<file path="src/swc_pkg.sv">
// package: command codes, field positions, reset values, timing for the switch config block
package swc_pkg;

  // ==========================================
  // frame layout
  localparam int unsigned FRAME_BITS   = 24;
  localparam int unsigned CMD_MSB      = 23;
  localparam int unsigned CMD_LSB      = 16;
  localparam int unsigned NUM_PROG     = 8;
  localparam int unsigned NUM_GND      = 14;
  localparam int unsigned NUM_INPUTS   = 22;
  localparam int unsigned CUR_MSB      = 6;
  localparam int unsigned CUR_LSB      = 5;
  localparam int unsigned CHAN_MSB     = 4;
  localparam int unsigned CHAN_LSB     = 0;

  // ==========================================
  // command bytes
  localparam logic [7:0] CMD_ANALOG     = 8'h06;
  localparam logic [7:0] CMD_TMR_PROG   = 8'h07;
  localparam logic [7:0] CMD_TMR_GND    = 8'h08;
  localparam logic [7:0] CMD_HIZ_PROG   = 8'h09;
  localparam logic [7:0] CMD_HIZ_GND    = 8'h0A;
  localparam logic [7:0] CMD_RESET      = 8'h7F;

  // ==========================================
  // reset values
  localparam logic [7:0]  RST_TMR_PROG  = 8'hFF;
  localparam logic [13:0] RST_TMR_GND   = 14'h3FFF;
  localparam logic [7:0]  RST_HIZ_PROG  = 8'hFF;
  localparam logic [13:0] RST_HIZ_GND   = 14'h3FFF;
  localparam logic [4:0]  RST_CHAN      = 5'h00;
  localparam logic [1:0]  RST_CUR       = 2'h0;

  // ==========================================
  // analog channel map
  localparam logic [4:0] CHAN_NONE      = 5'h00;
  localparam logic [4:0] CHAN_GND_FIRST = 5'h01;
  localparam logic [4:0] CHAN_PRG_FIRST = 5'h0F;
  localparam logic [4:0] CHAN_PRG_LAST  = 5'h16;

  // ==========================================
  // timing
  localparam int unsigned CLK_HZ         = 25_000_000;
  localparam int unsigned WET_TIME_MS    = 20;
  localparam int unsigned WET_CYCLES     = CLK_HZ / 1000 * WET_TIME_MS;

  // ==========================================
  // types
  typedef enum logic [1:0] {
    SWC_CUR_HIZ,
    SWC_CUR_LOW,
    SWC_CUR_HIGH,
    SWC_CUR_BAD
  } swc_cur_t;

  // per-input drive to the analog current sources
  typedef struct packed {
    logic [NUM_INPUTS-1:0] src_off;    // current source off
    logic [NUM_INPUTS-1:0] high_cur;   // 16 mA when set, else 2.0 mA
    logic [NUM_INPUTS-1:0] pull_up;    // pull-up direction forced
  } swc_drive_t;

  typedef struct packed {
    logic [4:0] chan;
    logic [1:0] cur;
  } swc_analog_t;

endpackage : swc_pkg

</file>
<file path="src/swc_cfg.sv">
// switch input configuration: serial command decode, wetting timers, high-z, analog select
`timescale 1ns/1ps

// How it works
// - each input has a 20 ms timer started when its comparator rises past threshold.
// - on timer expiry the input drops from 16 mA to 2.0 mA.
// - with timer disabled a closed input keeps 16 mA indefinitely.
// - timer enable bit 0 disables, 1 enables.
// - command 07 loads programmable timer enables, 08 loads ground timer enables.
// - timer, high-z and analog registers may be written any time in normal mode.
// - high-z bit 1 turns the current source off, overriding metallic setting; the analog-selected input follows the analog current code instead.
// - comparators keep working and reporting while an input is high-z.
// - command 09 loads programmable high-z, 0A loads ground high-z.
// - channel select routes one of 22 inputs, or none, to analog output.
// - the selected analog input reads as 0 in the next status response.
// - current code 00 high-z, 01 2.0 mA, 10 16 mA, 11 high-z.
// - analog currents are always pull-ups, never pull-down on programmable inputs.
// - channel 0 none, 1..14 ground inputs, 15..22 programmable inputs.
// - command 06 is analog; bits 6:5 current, bits 4:0 channel.
// - reset or reset command enables timers, sets all high-z, channel zero.
// - writes accepted only in normal mode with logic supply present.
module swc_cfg #(
  parameter int unsigned WET_CYCLES = swc_pkg::WET_CYCLES  // wetting time in clocks
) (
  input  wire logic                              clk_i,          // 25 MHz clock
  input  wire logic                              rst_n_i,        // async reset, low
  input  wire logic                              sclk_i,         // serial clock pin
  input  wire logic                              cs_n_i,         // chip select pin, low
  input  wire logic                              si_i,           // serial data in pin
  input  wire logic                              normal_mode_i,  // device in normal mode
  input  wire logic                              logic_pwr_i,    // logic supply present
  input  wire logic [swc_pkg::NUM_INPUTS-1:0]    comp_i,         // comparator outputs
  output logic      [swc_pkg::NUM_INPUTS-1:0]    status_o,       // switch status to report
  output swc_pkg::swc_drive_t                    drive_o,        // current source controls
  output logic      [swc_pkg::NUM_INPUTS-1:0]    analog_buffered_output_sel_o,     // analog mux one-hot
  output logic                                   analog_buffered_output_en_o       // analog output active
);

  localparam int unsigned NI = swc_pkg::NUM_INPUTS;
  localparam int unsigned NG = swc_pkg::NUM_GND;
  localparam int unsigned NP = swc_pkg::NUM_PROG;
  localparam int unsigned CW = $clog2(WET_CYCLES + 1);

  // ==========================================
  // pin synchronisers
  logic [2:0] sclk_q;
  logic [2:0] cs_q;
  logic [2:0] si_q;
  logic [NI-1:0] comp_s1_q;
  logic [NI-1:0] comp_s2_q;
  logic [NI-1:0] comp_s3_q;
  logic [NI-1:0] comp_q;

  always_ff @(posedge clk_i or negedge rst_n_i)
  begin
    if (!rst_n_i)
    begin
      sclk_q    <= 3'h0;
      cs_q      <= 3'h7;
      si_q      <= 3'h0;
      comp_s1_q <= '0;
      comp_s2_q <= '0;
      comp_s3_q <= '0;
    end
    else
    begin
      sclk_q    <= {sclk_q[1:0], sclk_i};
      cs_q      <= {cs_q[1:0], cs_n_i};
      si_q      <= {si_q[1:0], si_i};
      comp_s1_q <= comp_i;
      comp_s2_q <= comp_s1_q;
      comp_s3_q <= comp_s2_q;
    end
  end

  // a level counts once stages two and three agree; otherwise hold the last value
  logic sclk_lvl_q;
  logic cs_lvl_q;
  logic sclk_lvl_d;
  logic cs_lvl_d;
  logic [NI-1:0] comp_d;

  assign sclk_lvl_d = (sclk_q[1] == sclk_q[2]) ? sclk_q[2] : sclk_lvl_q;
  assign cs_lvl_d   = (cs_q[1] == cs_q[2]) ? cs_q[2] : cs_lvl_q;
  assign comp_d     = (comp_s2_q & comp_s3_q) | (comp_q & (comp_s2_q | comp_s3_q));

  always_ff @(posedge clk_i or negedge rst_n_i)
  begin
    if (!rst_n_i)
    begin
      sclk_lvl_q <= 1'b0;
      cs_lvl_q   <= 1'b1;
      comp_q     <= '0;
    end
    else
    begin
      sclk_lvl_q <= sclk_lvl_d;
      cs_lvl_q   <= cs_lvl_d;
      comp_q     <= comp_d;
    end
  end

  wire sclk_rise = sclk_lvl_d & ~sclk_lvl_q;
  wire cs_fall   = ~cs_lvl_d & cs_lvl_q;
  wire cs_rise   = cs_lvl_d & ~cs_lvl_q;

  // ==========================================
  // frame shifter
  logic [swc_pkg::FRAME_BITS-1:0] shift_q;
  logic [4:0]                     bits_q;

  always_ff @(posedge clk_i or negedge rst_n_i)
  begin
    if (!rst_n_i)
    begin
      shift_q <= '0;
      bits_q  <= 5'h00;
    end
    else if (cs_fall)
    begin
      shift_q <= '0;
      bits_q  <= 5'h00;
    end
    else if (!cs_lvl_q && sclk_rise)
    begin
      shift_q <= {shift_q[swc_pkg::FRAME_BITS-2:0], si_q[2]};
      bits_q  <= (bits_q == 5'h1F) ? bits_q : bits_q + 5'h01;
    end
  end

  // ==========================================
  // command decode
  // short or long frames are dropped; a daisy chain must still deliver 24 bits here
  wire [7:0] cmd_byte = shift_q[swc_pkg::CMD_MSB:swc_pkg::CMD_LSB];
  wire       frame_ok = (bits_q == 5'(swc_pkg::FRAME_BITS));
  wire       wr_ok    = normal_mode_i & logic_pwr_i;
  wire       apply    = cs_rise & frame_ok & wr_ok;
  // writes taken only on a full frame in normal mode with logic supply present
  wire       wr_tmr_p = apply & (cmd_byte == swc_pkg::CMD_TMR_PROG);
  wire       wr_tmr_g = apply & (cmd_byte == swc_pkg::CMD_TMR_GND);
  wire       wr_hiz_p = apply & (cmd_byte == swc_pkg::CMD_HIZ_PROG);
  wire       wr_hiz_g = apply & (cmd_byte == swc_pkg::CMD_HIZ_GND);
  wire       wr_ana   = apply & (cmd_byte == swc_pkg::CMD_ANALOG);
  wire       wr_rst   = apply & (cmd_byte == swc_pkg::CMD_RESET);

  // ==========================================
  // configuration registers
  logic [NP-1:0]        tmr_en_p_q;
  logic [NG-1:0]        tmr_en_g_q;
  logic [NP-1:0]        hiz_p_q;
  logic [NG-1:0]        hiz_g_q;
  swc_pkg::swc_analog_t ana_q;

  // defaults on reset and reset command
  always_ff @(posedge clk_i or negedge rst_n_i)
  begin
    if (!rst_n_i)
    begin
      tmr_en_p_q <= swc_pkg::RST_TMR_PROG;
      tmr_en_g_q <= swc_pkg::RST_TMR_GND;
      hiz_p_q    <= swc_pkg::RST_HIZ_PROG;
      hiz_g_q    <= swc_pkg::RST_HIZ_GND;
      ana_q      <= '{chan: swc_pkg::RST_CHAN, cur: swc_pkg::RST_CUR};
    end
    else if (wr_rst)
    begin
      tmr_en_p_q <= swc_pkg::RST_TMR_PROG;
      tmr_en_g_q <= swc_pkg::RST_TMR_GND;
      hiz_p_q    <= swc_pkg::RST_HIZ_PROG;
      hiz_g_q    <= swc_pkg::RST_HIZ_GND;
      ana_q      <= '{chan: swc_pkg::RST_CHAN, cur: swc_pkg::RST_CUR};
    end
    else
    begin
      if (wr_tmr_p) tmr_en_p_q <= shift_q[NP-1:0];
      if (wr_tmr_g) tmr_en_g_q <= shift_q[NG-1:0];
      if (wr_hiz_p) hiz_p_q    <= shift_q[NP-1:0];
      if (wr_hiz_g) hiz_g_q    <= shift_q[NG-1:0];
      // current and channel come together in one frame
      if (wr_ana)
      begin
        ana_q.chan <= shift_q[swc_pkg::CHAN_MSB:swc_pkg::CHAN_LSB];
        ana_q.cur  <= shift_q[swc_pkg::CUR_MSB:swc_pkg::CUR_LSB];
      end
    end
  end

  // input vector order: ground inputs in bits 13:0, programmable in 21:14
  wire [NI-1:0] tmr_en = {tmr_en_p_q, tmr_en_g_q};
  wire [NI-1:0] hiz    = {hiz_p_q, hiz_g_q};

  // ==========================================
  // analog channel decode
  // channel code to one-hot
  function automatic logic [NI-1:0] chan_onehot(input logic [4:0] code);
    logic [NI-1:0] oh;
    oh = '0;
    if (code >= swc_pkg::CHAN_GND_FIRST && code <= swc_pkg::CHAN_PRG_LAST)
      oh[code - swc_pkg::CHAN_GND_FIRST] = 1'b1;
    return oh;
  endfunction : chan_onehot

  wire [NI-1:0] sel_oh = chan_onehot(ana_q.chan);
  wire          sel_any = |sel_oh;

  swc_pkg::swc_cur_t ana_cur;
  assign ana_cur = swc_pkg::swc_cur_t'(ana_q.cur);
  wire ana_hiz  = (ana_cur == swc_pkg::SWC_CUR_HIZ) | (ana_cur == swc_pkg::SWC_CUR_BAD);
  wire ana_high = (ana_cur == swc_pkg::SWC_CUR_HIGH);

  // ==========================================
  // wetting timers
  logic [CW-1:0] wet_cnt_q [NI];
  logic [NI-1:0] wet_run_q;
  logic [NI-1:0] wet_done_q;
  wire  [NI-1:0] comp_rise = comp_d & ~comp_q;

  for (genvar i = 0; i < NI; i++)
  begin : g_wet
    always_ff @(posedge clk_i or negedge rst_n_i)
    begin
      if (!rst_n_i)
      begin
        wet_cnt_q[i]  <= '0;
        wet_run_q[i]  <= 1'b0;
        wet_done_q[i] <= 1'b0;
      end
      else if (comp_rise[i])
      begin
        wet_cnt_q[i]  <= CW'(WET_CYCLES - 1);
        wet_run_q[i]  <= 1'b1;
        wet_done_q[i] <= 1'b0;
      end
      else if (!comp_q[i])
      begin
        wet_run_q[i]  <= 1'b0;
        wet_done_q[i] <= 1'b0;
      end
      else if (wet_run_q[i])
      begin
        if (wet_cnt_q[i] == '0)
        begin
          wet_run_q[i]  <= 1'b0;
          wet_done_q[i] <= 1'b1;
        end
        else
          wet_cnt_q[i] <= wet_cnt_q[i] - CW'(1);
      end
    end
  end

  // ==========================================
  // current source drive
  // expired and enabled timer gives low current
  wire [NI-1:0] metal_high = ~(wet_done_q & tmr_en);
  wire [NI-1:0] norm_off   = hiz;

  swc_pkg::swc_drive_t drive_d;
  always_comb
  begin
    drive_d.src_off  = sel_any ? ((norm_off & ~sel_oh) | (sel_oh & {NI{ana_hiz}})) : norm_off;
    drive_d.high_cur = sel_any ? ((metal_high & ~sel_oh) | (sel_oh & {NI{ana_high}}))
                               : metal_high;
    // selected analog input is always a pull-up
    drive_d.pull_up  = sel_oh;
  end

  wire [NI-1:0] status_d = comp_q & ~sel_oh;

  // ==========================================
  // registered outputs
  always_ff @(posedge clk_i or negedge rst_n_i)
  begin
    if (!rst_n_i)
    begin
      drive_o    <= '{src_off: '1, high_cur: '1, pull_up: '0};
      analog_buffered_output_sel_o <= '0;
      analog_buffered_output_en_o  <= 1'b0;
      status_o   <= '0;
    end
    else
    begin
      drive_o    <= drive_d;
      analog_buffered_output_sel_o <= sel_oh;
      analog_buffered_output_en_o  <= sel_any;
      status_o   <= status_d;
    end
  end

endmodule : swc_cfg

</file>
<file path="config.mk">
export PLATFORM = sky130hd
export DESIGN_NAME = swc_cfg
export DESIGN_NICKNAME = d
export VERILOG_FILES = /design/src/swc_pkg.sv /design/src/swc_cfg.sv
export SDC_FILE = /design/constraint.sdc
export NUM_CORES = 1
export LEC_CHECK = 0
export BUFFER_PORTS_ARGS = -buffer_cell sky130_fd_sc_hd__clkbuf_2
export CORE_ASPECT_RATIO = 0.6
export CORE_MARGIN = 4
export CORE_UTILIZATION = 60
export DETAILED_ROUTE_END_ITERATION = 8
export HOLD_SLACK_MARGIN = 0.05
export PLACE_DENSITY = 0.78
export SYNTH_ARGS = -nofsm -noshare
export SYNTH_HDL_FRONTEND = slang
export SYNTH_SLANG_ARGS = --single-unit
</file>
<file path="constraint.sdc">
create_clock -name clk_i -period 3.6 [get_ports clk_i]
set_input_delay 0.54 -clock clk_i [delete_from_list [all_inputs] [get_ports clk_i]]
set_output_delay 0.54 -clock clk_i [all_outputs]
set_load 0.02 [all_outputs]
</file>
Word-level counts from Yosys, hierarchy flattened
Index checks and enable logic that the tools add are counted.
Storage, ports and cells
  register bits after elaboration: 730
  output and inout bits: 111
  input port bits: 29
  logic and storage cells: 636
Operators by class
  add/subtract/negate cells: 24
  eq/ne operators: 79
  order comparisons: 4
  bitwise logic cells: 32
  muxes and demuxes: 286
  reduce and logical (&&, ||, !) cells: 123
Operators by type and width (number)
  19-bit 2-to-1 mux: 88
  19-bit zero test: 22
  19-bit by 1-bit subtractor with 19-bit output (second input constant): 22
  22-bit AND: 9
  1-bit 2-to-1 mux: 179
  3-bit by 1-bit inequality test with 1-bit output (second input constant): 44
  2-bit nonzero test: 50
  22-bit bitwise OR: 4
  22-bit 2-to-1 mux: 3
  22-bit NOT: 3
  3-bit AND reduction: 22
  14-bit 2-to-1 mux: 4
  24-bit 2-to-1 mux: 2
  2-bit inequality test (second input constant): 23
  2-bit AND reduction: 23
  8-bit 2-to-1 mux: 4
  8-bit by 4-bit == test with 1-bit output (second input constant): 3
  22-bit OR reduction: 1
  8-bit by 3-bit == test with 1-bit output (second input constant): 2
  5-bit 2-to-1 mux: 3
  7-bit 2-to-1 mux: 2
  1-bit AND: 12
  5-bit == test (second input constant): 2
  5-bit by 1-bit greater-or-equal comparator with 1-bit output (second input constant): 2
  other kinds (13): 19

Depth between registers and ports, before layout
  word-level depth: 10
  mapped depth: 9
  gate-level depth less buffers: 7

Least setup slack after synthesis
OpenSTA, ideal clock, no wires.
  kind: reg2reg
  start: register wet_cnt_q[304] (netlist bit)
  end: register wet_cnt_q[317] (netlist bit)
  period minus slack after synthesis: 2.496 ns
  data arrival time: 2.364 ns
  setup time: 0.132 ns
  required time: 3.468 ns
  stages on the path, launching flop included: 8
  slack: 1.104 ns
  cells stage by stage: dfrtp_1 inv_1 ha_1 or4b_2 nor4_1 nor3_1 xnor2_1 nand2_1
On the way
  word-level cells in the longest chain between the ends: 5
Ends and longest elaborated chain
  start, declared: line swc_cfg.sv:213  | logic [CW-1:0] wet_cnt_q [NI];
  start signal, assigned by index: line swc_cfg.sv:230  | wet_cnt_q[i] <= CW'(WET_CYCLES - 1);
  start signal, assigned by index: line swc_cfg.sv:247  | wet_cnt_q[i] <= wet_cnt_q[i] - CW'(1);
  19-bit by 1-bit subtractor with 19-bit output: line swc_cfg.sv:247
  19-bit 2-to-1 mux: line swc_cfg.sv:241  | if (wet_cnt_q[i] == '0)
  19-bit 2-to-1 mux: line swc_cfg.sv:239  | else if (wet_run_q[i])
  19-bit 2-to-1 mux: line swc_cfg.sv:234  | else if (!comp_q[i])
  19-bit 2-to-1 mux: line swc_cfg.sv:228  | else if (comp_rise[i])
Several ways; a longest one is shown, not always the timed one. The select of a mux whose other input is x is not followed.
A chain may end at the register's enable or synchronous reset.

Worst setup path after layout
  start: register wet_cnt_q[266] (netlist bit)
  end: register wet_cnt_q[268] (netlist bit)
The elaborated chain is that of the path after synthesis.

==> out/results.tsv <==
stage	metric	value	unit
pwr	Static Leak	15.5	nW
clock_network	total CTS buffers	68	
sta	worst setup slack after layout	759	ps
clock_network	CTS tree	built	
routing	remaining antenna violation count	0	
routing	overall routed net length	74.7	mm
placement	Placed Instances	3908	
cells_and_area	multi-input combinational cell area	13700	µm²
cells_and_area	diodes inserted	0	
worst_setup_path	CP Data Required Time	4060	ps
sta	Hold Vio Cnt, Final	0	
cells_and_area	final instance count without filler cells	4052	
sta	final total negative setup slack	0	ps
synthesis	fraction of post-synthesis cell area in the top cell type by area	48.6	%
sta	Max-Slew Margin vs Limit	30.3	%
cells_and_area	final design utilization	68.0	%
routing	final routed wire length divided by cell count	18.4	µm
synthesis	cell taking the most area after synthesis	sky130_fd_sc_hd__dfrtp_1	
pwr	power per unit of standard cell area	485	nW/µm²
floorplanning	initial cell density of the core	60.7	%
synthesis	area of the mapped netlist	32900	µm²
clock_network	clock slew at the register clock pins of the worst setup and hold paths	70	ps
sta	Worst Max-Slew Pin Slew	1050	ps
sta	post-layout minimum cycle time	2840	ps
sta	tightest hold margin	52.2	ps
floorplanning	horizontal die dimension	310	µm
grt	number of global-route vias before repair	24300	
placement	final weighted congestion in routability-driven placement	0.906	
routing	vias after detailed routing	24900	
placement	worst slack at placement	822	ps
grt	Total GRT Usage	25.7	%
sta	fraction of the cycle the final worst path needs	78.9	%
clock_network	number of H-tree levels	3	
cells_and_area	summed area of non-filler cells in the final layout	36800	µm²
synthesis	syn_area_per_cell	10.5	µm²
grt	largest net degree at the start of global routing	109	
cells_and_area	storage element area	18400	µm²
placement	placed standard-cell area	34300	µm²
worst_setup_path	startpoint type of the worst setup path	flop	
routing	drt pass-1 iters	5	
sta	unrepaired setup endpoints after global routing	no	
clock_network	number of buffers on the longest clock path	3	
synthesis	synthesized netlist net count	3196	
floorplanning	Boundary Pins	140	
floorplanning	height of the chip	189	µm
clock_network	CTS root buf	sky130_fd_sc_hd__clkbuf_16	
sta	Clock Skews	12.3	ps
synthesis	most instantiated cells after synthesis	sky130_fd_sc_hd__dfrtp_1 (638), sky130_fd_sc_hd__nand2_1 (402), sky130_fd_sc_hd__nor2_1 (270)	
hold_path	type of the worst min-delay path	primary input to asynchronous set/reset pin	
sta	final setup violation count	0	
placement	hpwl dp	51.7	mm
synthesis	post-synthesis cell type count	73	
synthesis	number of synthesized flops with an enable pin	0	
worst_setup_path	maximum net fanout on the critical path	7	
routing	violation count after the first detailed-routing iteration	2154	
cells_and_area	share of final-layout standard cells stronger than drive strength 1	13.9	%
synthesis	async set-reset flop share out of synthesis	100	%
cells_and_area	Area Growth Syn to Fin	12.1	%
routing	number of design rule violations left after detail routing	0	
pwr	Power, Total	17.9	mW
synthesis	leading register cell type out of synthesis	sky130_fd_sc_hd__dfrtp_1	
floorplanning	number of rows created at floorplan	66	
floorplanning	Std-Cell Core Area	54200	µm²
synthesis	Warnings, synthesis	0	
sta	fmax	0.352	GHz
worst_setup_path	data arrival at the endpoint of the critical path	3310	ps
worst_setup_path	type of destination of the critical path	flop	
clock_network	total clock sinks	730	
outcome	status	complete, no violations	
grt	number of antenna violations at the first check in global routing	1	
job	Max Cap Violations	0	
synthesis	synthesis-stage register bit count	730	
sta	max-slew violations	0	
routing	via density per instance	6.15	
clock_network	Gates resized, CTS repair	0	
clock_network	number of buffers added to fix hold violations after cts	22	
grt	overflow left after global routing	0	
synthesis	dominant cell by count in the synthesized netlist	sky130_fd_sc_hd__dfrtp_1	
worst_setup_path	kind of critical path	flop to flop	
synthesis	dominant cells by area after synthesis	sky130_fd_sc_hd__dfrtp_1 (49%), sky130_fd_sc_hd__dfstp_2 (7.4%), sky130_fd_sc_hd__nand2_1 (4.6%)	
synthesis	Post-Syn Instances	3141	
floorplanning	Die Footprint	58700	µm²
grt	first-pass GRT wire length	124	mm
pwr	maximum VDD drop	323	µV
clock_network	buffers inserted during post-CTS setup optimization	0	
placement	Port Buffers	139	
cells_and_area	count of nets after finishing	3341	
cells_and_area	number of inserted filler cells in the final layout	3935	
synthesis	share of synthesized area occupied by flip-flops and latches	55.9	%
clock_network	Clock Latency Late Sink	600	ps
==> state kept, by name, summed over array words and instances, names as in the netlist, 14 cells and up <==
| name | cells |
|---|---|
| hiz_g_q | 14 |
| comp_q | 22 |
| shift_q | 24 |
| drive_o | 44 |
| wet_done_q | 22 |
| tmr_en_g_q | 14 |
| comp_s1_q | 22 |
| analog_buffered_output_sel_o | 22 |
| comp_s3_q | 22 |
| status_o | 22 |
| wet_run_q | 22 |
| comp_s2_q | 22 |
| wet_cnt_q | 418 |
==> cell type report <==
class	count	share of cell area, %
timing repair buffer	190	3.34
clock buffer	94	5.33
sequential	730	49.9
inverter	84	0.856
tap	714	2.42
clock inverter	28	1.05
multi-input combinational	2212	37.1
==> cells by family (layout without fill, tap and decap cells) <==
kind of cell	count (synthesis)	after routing	share of synthesized area [%]
and+or+nand+nor	1427	1427	22.4
muxes	157	157	4.83
AOI/OAI and AO/OA	463	463	9.49
xor gates and xnor gates	116	116	3.09
DFF	730	730	55.9
buffers and inverters	199	396	2.53
adders and majority gates	49	49	1.69
==> critical path, stage by stage (launching register included) <==
cell and delay (ps):
sky130_fd_sc_hd__dfrtp_1 410, sky130_fd_sc_hd__inv_1 80, sky130_fd_sc_hd__ha_1 240, sky130_fd_sc_hd__or4b_2 660
sky130_fd_sc_hd__nor3_1 590, sky130_fd_sc_hd__a21oi_1 310, sky130_fd_sc_hd__a211oi_1 350, sky130_fd_sc_hd__a31oi_1 70
==> layer usage <==
metal,part of all wire [%],routed length (µm),track usage (%)
met1,47,35000,38.7
met2,44,33000,38.3
met3,6.4,4770,4.94
met4,2.6,1960,7.60
met5,0,0,0
==> layout by cell type, fill, tap and decap left out, types with 14 or more instances in the layout <==
| cell | synthesis | routed |
|---|---|---|
| sky130_fd_sc_hd__a21oi_1 | 95 | 95 |
| sky130_fd_sc_hd__inv_1 | 84 | 84 |
| sky130_fd_sc_hd__clkbuf_16 | 0 | 71 |
| sky130_fd_sc_hd__mux2i_1 | 144 | 144 |
| sky130_fd_sc_hd__or3_1 | 73 | 73 |
| sky130_fd_sc_hd__xor2_1 | 42 | 42 |
| sky130_fd_sc_hd__clkbuf_2 | 1 | 138 |
| sky130_fd_sc_hd__nor3_1 | 126 | 126 |
| sky130_fd_sc_hd__buf_4 | 22 | 22 |
| sky130_fd_sc_hd__dfstp_2 | 92 | 92 |
| sky130_fd_sc_hd__a22o_1 | 27 | 27 |
| sky130_fd_sc_hd__nor3b_1 | 14 | 14 |
| sky130_fd_sc_hd__o31ai_1 | 48 | 48 |
| sky130_fd_sc_hd__nor2_1 | 270 | 270 |
| sky130_fd_sc_hd__nor4_1 | 94 | 94 |
| sky130_fd_sc_hd__dlygate4sd3_1 | 0 | 22 |
| sky130_fd_sc_hd__dfrtp_1 | 638 | 638 |
| sky130_fd_sc_hd__a211oi_1 | 34 | 34 |
| sky130_fd_sc_hd__o211ai_1 | 45 | 45 |
| sky130_fd_sc_hd__or2_2 | 48 | 48 |
| sky130_fd_sc_hd__nand4_1 | 29 | 29 |
| sky130_fd_sc_hd__ha_1 | 26 | 26 |
| sky130_fd_sc_hd__o21ai_0 | 62 | 62 |
| sky130_fd_sc_hd__nor2b_1 | 28 | 28 |
| sky130_fd_sc_hd__or4_1 | 82 | 82 |
| sky130_fd_sc_hd__nand4b_1 | 21 | 21 |
| sky130_fd_sc_hd__nand2_1 | 402 | 402 |
| sky130_fd_sc_hd__xnor2_1 | 74 | 74 |
| sky130_fd_sc_hd__maj3_1 | 23 | 23 |
| sky130_fd_sc_hd__a31oi_1 | 62 | 62 |
| sky130_fd_sc_hd__and3_1 | 15 | 15 |
| sky130_fd_sc_hd__and2_1 | 38 | 38 |
| sky130_fd_sc_hd__nand3_1 | 97 | 97 |
==> power breakdown <==
group | switching [mW] | total [mW] | internal, mW
clock | 3.10 | 7.58 | 4.48
sequential | 0.399 | 9.00 | 8.61
combinational | 0.791 | 1.28 | 0.493
==> final timing paths <==
kind | start | slack (ps) | end | cells past startpoint
max | wet_cnt_q[266]$_DFFE_PN0P_ | 760 | wet_cnt_q[268]$_DFFE_PN0P_ | 7
min | rst_n_i | 50 | wet_cnt_q[383]$_DFFE_PN0P_ | 1
max reg2reg | wet_cnt_q[266]$_DFFE_PN0P_ | 760 | wet_cnt_q[268]$_DFFE_PN0P_ | 7
min reg2reg | comp_s1_q[3]$_DFF_PN0_ | 350 | comp_s2_q[3]$_DFF_PN0_ | 0
max in group asynchronous | rst_n_i | 2520 | cs_q[1]$_DFF_PN1_ | 2
min in group clk_i | comp_i[21] | 70 | comp_s1_q[21]$_DFF_PN0_ | 1
Power figures use the tool's default switching activity.
